### src/shared/startup_id_map.svh
/*
 Offsets, field positions and reset values of the startup and identity register bank.
 Assumes byte-wide registers reached at their printed offsets over the serial control port.
*/
`ifndef STARTUP_ID_MAP_SVH
`define STARTUP_ID_MAP_SVH
`define ADDR_WIDTH 10
`define OFF_STARTUP_BOOT_CONTROL 10'h000
`define OFF_BOOT_MEMORY_ADDRESS 10'h001
`define OFF_IDENTITY_BYTE_0 10'h002
`define OFF_IDENTITY_BYTE_3 10'h005
`define OFF_SERIAL_IF_FIRST 10'h006
`define OFF_STARTUP_LAST 10'h001
`define OFF_IDENTITY_LAST 10'h005
`define OFF_SERIAL_IF_LAST 10'h007
`define OFF_PLL0_LAST 10'h03A
`define OFF_PLL1_LAST 10'h06D
`define OFF_GPIO_LAST 10'h076
`define OFF_OUTPUT_LAST 10'h0AB
`define OFF_APLL0_LAST 10'h0AF
`define OFF_APLL1_LAST 10'h0B3
`define OFF_POWER_LAST 10'h0B8
`define OFF_MONITOR_LAST 10'h0C6
`define OFF_IRQ_ENABLE_LAST 10'h0C8
`define OFF_STATUS_FIRST 10'h200
`define OFF_STATUS_LAST 10'h21F
`define OFF_SPACE_LAST 10'h3FF
`define RETRY_COUNT_RESET 5'h01
`define RETRY_LSB 3
`define INTERNAL_BOOT_BIT 1
`define EXTERNAL_BOOT_BIT 0
`define WIDE_OFFSET_BIT 7
`define SLAVE_ADDR_MSB 6
`endif

### src/shared/startup_id_pkg.sv
/*
 Types shared by the startup and identity register bank.
 Assumes the map header is included by the files that need offsets.
*/
package startup_id_pkg;
	typedef enum logic [1:0] {
		PORT_BLOCKED = 2'b00,
		PORT_OPEN = 2'b01
	} port_state_t;

	typedef enum logic [3:0] {
		BLK_STARTUP = 4'h0,
		BLK_IDENTITY = 4'h1,
		BLK_SERIAL_IF = 4'h2,
		BLK_PLL0 = 4'h3,
		BLK_PLL1 = 4'h4,
		BLK_GPIO = 4'h5,
		BLK_OUTPUT = 4'h6,
		BLK_APLL0 = 4'h7,
		BLK_APLL1 = 4'h8,
		BLK_POWER = 4'h9,
		BLK_MONITOR = 4'hA,
		BLK_IRQ_ENABLE = 4'hB,
		BLK_STATUS = 4'hC,
		BLK_RESERVED = 4'hF
	} block_sel_t;

	typedef struct packed {
		logic [4:0] boot_retry_count;
		logic internal_boot_disable_n;
		logic external_boot_disable_n;
		logic wide_offset_select;
		logic [6:0] boot_memory_slave_address;
	} boot_config_t;

	typedef struct packed {
		logic [3:0] revision_field;
		logic [15:0] part_code_field;
		logic [10:0] variant_code;
	} identity_t;

	typedef struct packed {
		logic write;
		logic read;
		logic [9:0] addr;
		logic [7:0] wdata;
	} reg_access_t;
endpackage

### src/rtl/block_decoder.sv
/*
 Sorts a register offset into the block that owns it.
 Assumes a ten-bit offset from the serial control port.
*/
`timescale 1ns/100ps
`include "startup_id_map.svh"
module block_decoder (
	input wire logic [9:0] addr,
	output startup_id_pkg::block_sel_t block
);
	// Fixed block ranges; gaps up to the top of the space are reserved
	always_comb begin
		if (addr <= `OFF_STARTUP_LAST) block = startup_id_pkg::BLK_STARTUP;
		else if (addr <= `OFF_IDENTITY_LAST) block = startup_id_pkg::BLK_IDENTITY;
		else if (addr <= `OFF_SERIAL_IF_LAST) block = startup_id_pkg::BLK_SERIAL_IF;
		else if (addr <= `OFF_PLL0_LAST) block = startup_id_pkg::BLK_PLL0;
		else if (addr <= `OFF_PLL1_LAST) block = startup_id_pkg::BLK_PLL1;
		else if (addr <= `OFF_GPIO_LAST) block = startup_id_pkg::BLK_GPIO;
		else if (addr <= `OFF_OUTPUT_LAST) block = startup_id_pkg::BLK_OUTPUT;
		else if (addr <= `OFF_APLL0_LAST) block = startup_id_pkg::BLK_APLL0;
		else if (addr <= `OFF_APLL1_LAST) block = startup_id_pkg::BLK_APLL1;
		else if (addr <= `OFF_POWER_LAST) block = startup_id_pkg::BLK_POWER;
		else if (addr <= `OFF_MONITOR_LAST) block = startup_id_pkg::BLK_MONITOR;
		else if (addr <= `OFF_IRQ_ENABLE_LAST) block = startup_id_pkg::BLK_IRQ_ENABLE;
		else if (addr >= `OFF_STATUS_FIRST && addr <= `OFF_STATUS_LAST) begin
			block = startup_id_pkg::BLK_STATUS;
		end else block = startup_id_pkg::BLK_RESERVED;
	end
endmodule

### src/rtl/startup_and_id_register_bank.sv
/*
 Startup control and identity registers with block decode of the full register space.
 Assumes a byte access strobe from the serial control port logic, factory values
 presented as inputs, and a boot engine outside that reports busy and failure.
*/
// Summary of operation
// - Offsets decode into fixed blocks and gaps up to 03FF are reserved.
// - A five-bit retry count sets extra arbitration attempts and resets to one.
// - Internal boot disable low loads all config from internal memory, high only eight bytes.
// - External boot disable low loads config from the EEPROM over internal values.
// - The wide offset select bit makes the boot reader use two-byte offsets.
// - Seven bits of the second startup register hold the EEPROM slave address.
// - Reserved bits are written as zero by software and read back as zero.
// - Port accesses are ignored while the external boot load runs.
// - A failed boot read or checksum aborts the boot and sets the failure flag.
`timescale 1ns/100ps
`include "startup_id_map.svh"
module startup_and_id_register_bank #(
	parameter logic [3:0] REVISION_DEFAULT = 4'h1, // Arbitrary value
	parameter logic [15:0] PART_CODE_DEFAULT = 16'h1234 // Arbitrary value
) (
	input wire logic clk,
	input wire logic resetn,
	input wire logic power_up_done,
	input startup_id_pkg::reg_access_t access,
	output logic [7:0] rdata,
	output logic access_taken,
	output startup_id_pkg::block_sel_t access_block,
	input startup_id_pkg::boot_config_t factory_boot,
	input wire logic [10:0] factory_variant,
	input wire logic boot_busy,
	input wire logic boot_abort,
	output startup_id_pkg::boot_config_t boot_config,
	output logic load_internal_full,
	output logic load_external,
	output logic two_byte_offset,
	output logic boot_failure_flag
);
	startup_id_pkg::boot_config_t cfg;
	startup_id_pkg::identity_t ident;
	startup_id_pkg::port_state_t port_state;
	logic factory_loaded;
	logic [7:0] next_rdata;
	wire logic port_open;
	wire logic wr_en;
	wire logic rd_en;
	wire logic sel_ctrl;
	wire logic sel_addr;
	wire logic sel_id0;
	wire logic sel_id1;
	wire logic sel_id2;
	wire logic sel_id3;

	block_decoder u_decode (
		.addr(access.addr),
		.block(access_block)
	);

	// Gate accesses while the boot load is active
	assign port_open = (port_state == startup_id_pkg::PORT_OPEN) && !boot_busy;
	assign wr_en = access.write && port_open;
	assign rd_en = access.read && port_open;
	assign access_taken = (access.write || access.read) && port_open;
	assign sel_ctrl = access.addr == `OFF_STARTUP_BOOT_CONTROL;
	assign sel_addr = access.addr == `OFF_BOOT_MEMORY_ADDRESS;
	assign sel_id0 = access.addr == `OFF_IDENTITY_BYTE_0;
	assign sel_id1 = access.addr == (`OFF_IDENTITY_BYTE_0 + 10'h001);
	assign sel_id2 = access.addr == (`OFF_IDENTITY_BYTE_0 + 10'h002);
	assign sel_id3 = access.addr == `OFF_IDENTITY_BYTE_3;

	// Boot steering outputs
	assign boot_config = cfg;
	assign load_internal_full = !cfg.internal_boot_disable_n;
	assign load_external = !cfg.external_boot_disable_n;
	assign two_byte_offset = cfg.wide_offset_select;

	// Read mux; reserved bit 2 of the control byte reads as zero
	always_comb begin
		next_rdata = 8'h00;
		if (sel_ctrl) begin
			next_rdata = {cfg.boot_retry_count, 1'b0, cfg.internal_boot_disable_n,
				cfg.external_boot_disable_n};
		end else if (sel_addr) begin
			next_rdata = {cfg.wide_offset_select, cfg.boot_memory_slave_address};
		end else if (sel_id0) begin
			next_rdata = {ident.revision_field, ident.part_code_field[15:12]};
		end else if (sel_id1) begin
			next_rdata = ident.part_code_field[11:4];
		end else if (sel_id2) begin
			next_rdata = {ident.part_code_field[3:0], ident.variant_code[10:7]};
		end else if (sel_id3) begin
			next_rdata = {ident.variant_code[6:0], 1'b0};
		end
	end

	// Read data register
	always_ff @(posedge clk or negedge resetn) begin
		if (!resetn) rdata <= 8'h00;
		else if (rd_en) rdata <= next_rdata;
	end

	// Port opens after the power-up sequence has loaded factory values
	always_ff @(posedge clk or negedge resetn) begin
		if (!resetn) port_state <= startup_id_pkg::PORT_BLOCKED;
		else begin
			case (port_state)
				startup_id_pkg::PORT_BLOCKED: begin
					if (factory_loaded) port_state <= startup_id_pkg::PORT_OPEN;
				end
				startup_id_pkg::PORT_OPEN: port_state <= startup_id_pkg::PORT_OPEN;
				default: port_state <= startup_id_pkg::PORT_BLOCKED;
			endcase
		end
	end

	// Startup registers: factory load once, then software writes
	always_ff @(posedge clk or negedge resetn) begin
		if (!resetn) begin
			cfg <= '0;
			cfg.boot_retry_count <= `RETRY_COUNT_RESET;
			cfg.internal_boot_disable_n <= 1'b1;
			cfg.external_boot_disable_n <= 1'b1;
			factory_loaded <= 1'b0;
		end else if (power_up_done && !factory_loaded) begin
			cfg <= factory_boot;
			cfg.boot_retry_count <= `RETRY_COUNT_RESET;
			factory_loaded <= 1'b1;
		end else if (wr_en && sel_ctrl) begin
			cfg.boot_retry_count <= access.wdata[7:`RETRY_LSB];
			cfg.internal_boot_disable_n <= access.wdata[`INTERNAL_BOOT_BIT];
			cfg.external_boot_disable_n <= access.wdata[`EXTERNAL_BOOT_BIT];
		end else if (wr_en && sel_addr) begin
			cfg.wide_offset_select <= access.wdata[`WIDE_OFFSET_BIT];
			cfg.boot_memory_slave_address <= access.wdata[`SLAVE_ADDR_MSB:0];
		end
	end

	// Identity registers: factory load once, then writable whenever the port is open
	always_ff @(posedge clk or negedge resetn) begin
		if (!resetn) begin
			ident <= '0;
		end else if (power_up_done && !factory_loaded) begin
			ident <= {REVISION_DEFAULT, PART_CODE_DEFAULT, factory_variant};
		end else if (wr_en && sel_id0) begin
			ident.revision_field <= access.wdata[7:4];
			ident.part_code_field[15:12] <= access.wdata[3:0];
		end else if (wr_en && sel_id1) begin
			ident.part_code_field[11:4] <= access.wdata;
		end else if (wr_en && sel_id2) begin
			ident.part_code_field[3:0] <= access.wdata[7:4];
			ident.variant_code[10:7] <= access.wdata[3:0];
		end else if (wr_en && sel_id3) begin
			ident.variant_code[6:0] <= access.wdata[7:1];
		end
	end

	// Sticky boot failure flag, only cleared by reset
	always_ff @(posedge clk or negedge resetn) begin
		if (!resetn) boot_failure_flag <= 1'b0;
		else if (boot_abort) boot_failure_flag <= 1'b1;
	end
endmodule

### config.mk
export PLATFORM = sky130hd
export DESIGN_NAME = startup_and_id_register_bank
export DESIGN_NICKNAME = d
export VERILOG_FILES = /design/src/shared/startup_id_pkg.sv /design/src/rtl/block_decoder.sv /design/src/rtl/startup_and_id_register_bank.sv
export VERILOG_INCLUDE_DIRS = /design/src /design/src/shared
export SDC_FILE = /design/constraint.sdc
export NUM_CORES = 1
export LEC_CHECK = 0
export ABC_CLOCK_PERIOD_IN_PS = 1670
export BUFFER_PORTS_ARGS = -buffer_cell sky130_fd_sc_hd__buf_2
export CAP_MARGIN = 30
export CELL_PAD_IN_SITES_DETAIL_PLACEMENT = 1
export CELL_PAD_IN_SITES_GLOBAL_PLACEMENT = 2
export CORE_MARGIN = 4
export CORE_UTILIZATION = 30
export CTS_CLUSTER_SIZE = 25
export DETAILED_ROUTE_END_ITERATION = 8
export PLACE_DENSITY = 0.82
export SLEW_MARGIN = 5
export SYNTH_ARGS = -nofsm -noshare
export SYNTH_HDL_FRONTEND = slang
export SYNTH_SLANG_ARGS = --single-unit
### constraint.sdc
create_clock -name clk -period 1.67 [get_ports clk]
set_input_delay 0.0835 -clock clk [delete_from_list [all_inputs] [get_ports clk]]
set_output_delay 0.0835 -clock clk [all_outputs]
set_load 0.1 [all_outputs]
==> run summary <==
Status: completed
# IOs: 83
Post-synth top cells: dfrtp_1, mux2i_1, nand2_1, nor2_1, o21ai_0
Crit Path Category: in2out
Worst hold margin: 17.83 ps
CTS clk-pin slew, worst paths: 70 ps
Critical Path RT: 1590 ps
Post-route minimum period: 1578 ps
Gpl congestion: 0.7799
Post-synth EDFFs: 0
CP bufs+invs: 3
Via count: 3100
Dpl cells: 565
Drt drc: 0
N_diodes: 0
Row cnt: 38
Clk_lat worst skew: 340 ps
Slowest CP cell: a211o_1
Pwr per Cell Area: 836.1 nW/µm²
Area Growth Syn to Fin: 36.51%
Post-Syn Area: 3307 µm²
Dpl cell area: 4106 µm²
Crit-path max FO: 23
Input/output buffers: 77
Register bit total from synthesis: 57
Count leader, synth: dfrtp_1
Fin crit share: 0.9449
Clock Skew: 4.902 ps
All-Layer GR Usage: 0.1792
Antenna-violating nets left: 0
Syn Inst Count: 343
Slew HR: 0.5395
Seq/Total Area, Yosys: 0.4325
Fin cells: 604
Share of cells above drive strength 1: 0.3341
Peak VDD IR: 0.3561 mV
Synth area leaders: dfrtp_1, mux2i_1, nand2_1
Max Transition Viols Final: 0
Max Buffers Root-to-Sink: 2
Final Hold Violating Endpoints: 0
Synthesized Nets: 394
Synth area leader: dfrtp_1
Crit path DAT: 1490 ps
Die ar.: 12770 µm²
Largest net degree at the start of global routing: 55
Static Leak: 2.238 nW
Clk sink count: 57
Max capacitance violation total: 0
Crit. End Element: output port
CP top delay family: compound AO/OA/AOI/OAI gates
RSZ-0062 raised after global routing: false
Final instance area: 4514 µm²
Crit path cell chain: buf_2, buf_4, a31oi_1, a211o_1, a32o_1, o311ai_4, buf_12
CTS Root Cell: clkbuf_8
Post-DP HPWL: 7470 µm
Async SR Flop Fraction: 1.000
Initial antenna violation count: 0
Synth cell types: 50
Fill cell count: 1260
Largest incremental delay on the critical path: 310 ps
CTS tree: yes
Detailed Route Iter0 Violations: 168
Final setup violation count: 0
Startpoint types: primary input
Ys flop type: dfrtp_1
Syn Area/Cell: 9.641 µm²
Warnings from Yosys: 0
CTS Buf Count: 9
Core area: 10790 µm²
NumNets Final: 510
Die outline height: 113.0 µm
First-pass GRT wire length: 17930 µm
Top-area cell type share of the netlist area: 0.4086
Fmax achieved: 0.6337 GHz
Vias per std cell: 5.132
1st-pass router iterations: 4
Effective utilization at floorplan: 0.3064
Setup Buffers After CTS: 0
Vias in the first global route: 3373
Least-Margin Pin Slew: 690.8 ps
Drt wl/cell: 17.91 µm
Routed WL: 10820 µm
Die W: 113.0 µm
Worst hold path type: in2reg
Grt ovf: 0
H-Tree Depth: 3
## stage by stage
stage	setup TNS, ps	setup WS (ps)	util	total power [mW]
2_1_floorplan	-570.6	-184.8	-	2.305
3_3_place_gp	-2.020	-2.020	0.3805	2.554
3_5_place_dp	-102.0	-46.04	0.3805	2.576
4_1_cts	0	89.23	0.4182	3.804
5_1_grt	0	12.75	0.4183	3.957
6_report	0	92.03	0.4183	3.774
## logic make-up (layout without fill, tap and decap cells)
family	count (synthesis)	after routing	share of synthesized area
compound gates	69	69	0.1294
mux	53	53	0.1657
buf+inv	32	153	0.05902
flops	57	57	0.4325
simple gates	131	131	0.2104
fa+ha+maj	1	1	0.003027
## worst reg2reg max path, delay by kind of cell, from the launching register on
kind                   cells  cell delay, ps
AO/OA/AOI/OAI              1              90
multiplexers               1             200
buffers and inverters      1             220
flip-flops                 1             410
AND/OR/NAND/NOR            2             420
## layer usage
metal	global-route usage	vias to the layer above	share of wire
li1	-	1463	-
met1	0.2307	1572	0.45
met2	0.2990	55	0.50
met3	0.03422	10	0.037
met4	0.06731	0	0.014
met5	0	-	0
## registers in the layout (all words and copies together), names as in the netlist
signal / cells
boot_failure_flag: 1
factory_loaded: 1
rdata: 8
ident: 31
boot_config: 14
port_state: 1
two_byte_offset: 1
## cell usage in the layout, fill, tap and decap left out, types with 4 or more instances in the layout
| master | n |
|---|---|
| buf_2 | 73 |
| dfrtp_1 | 51 |
| mux2i_1 | 48 |
| nand2_1 | 45 |
| nor2_1 | 29 |
| buf_4 | 28 |
| o21ai_0 | 23 |
| dlygate4sd3_1 | 23 |
| nand3_1 | 12 |
| a21oi_1 | 12 |
| clkbuf_8 | 11 |
| buf_12 | 8 |
| a31oi_1 | 7 |
| o211ai_1 | 7 |
| nand2b_1 | 6 |
| inv_1 | 5 |
| nand3b_1 | 5 |
| nor3_1 | 4 |
| nand4_2 | 4 |
| o22ai_1 | 4 |
| mux2_2 | 4 |
## path summary, 6_finish.rpt
check | depth (start not counted) | startpoint | slack, ps | end
max | 7 | access[10] | 90 | access_block[0]
min | 3 | factory_variant[9] | 20 | ident[9]$_DFFE_PN0P_
max reg2reg | 5 | port_state[0]$_DFFE_PN0P_ | 190 | two_byte_offset$_DFFE_PN0P_
min reg2reg | 1 | boot_failure_flag$_DFFE_PN0P_ | 480 | boot_failure_flag$_DFFE_PN0P_
max in group asynchronous | 3 | resetn | 810 | boot_config[13]$_DFFE_PN0P_
min in group asynchronous | 2 | resetn | 260 | ident[0]$_DFFE_PN0P_
## timing repair
item,in CTS,in global routing
endpoints found under the setup margin,1,5
endpoints found under the hold margin,36,0
resized for setup,1,1
hold buffers,23,0
## where the power goes
part / internal (mW) / total [mW] / switching (mW) / leakage, nW
logic: 0.290 / 1.04 / 0.751 / 1.44
registers: 1.48 / 1.55 / 0.0663 / 0.710
clock network: 0.613 / 1.19 / 0.574 / 0.0932
total: 2.38 / 3.77 / 1.39 / 2.24
## layout make-up
class / count / area (µm²) / share of cell area
clock inverter: 3 / 15.01 / 0.003326
tap: 140 / 175.2 / 0.03880
sequential: 57 / 1434 / 0.3176
multi-input combinational: 254 / 1747 / 0.3869
timing repair buffer: 132 / 965.9 / 0.2140
inverter: 5 / 18.77 / 0.004157
clock buffer: 13 / 158.9 / 0.03520
No activity file was read; power rests on OpenSTA's default activity.
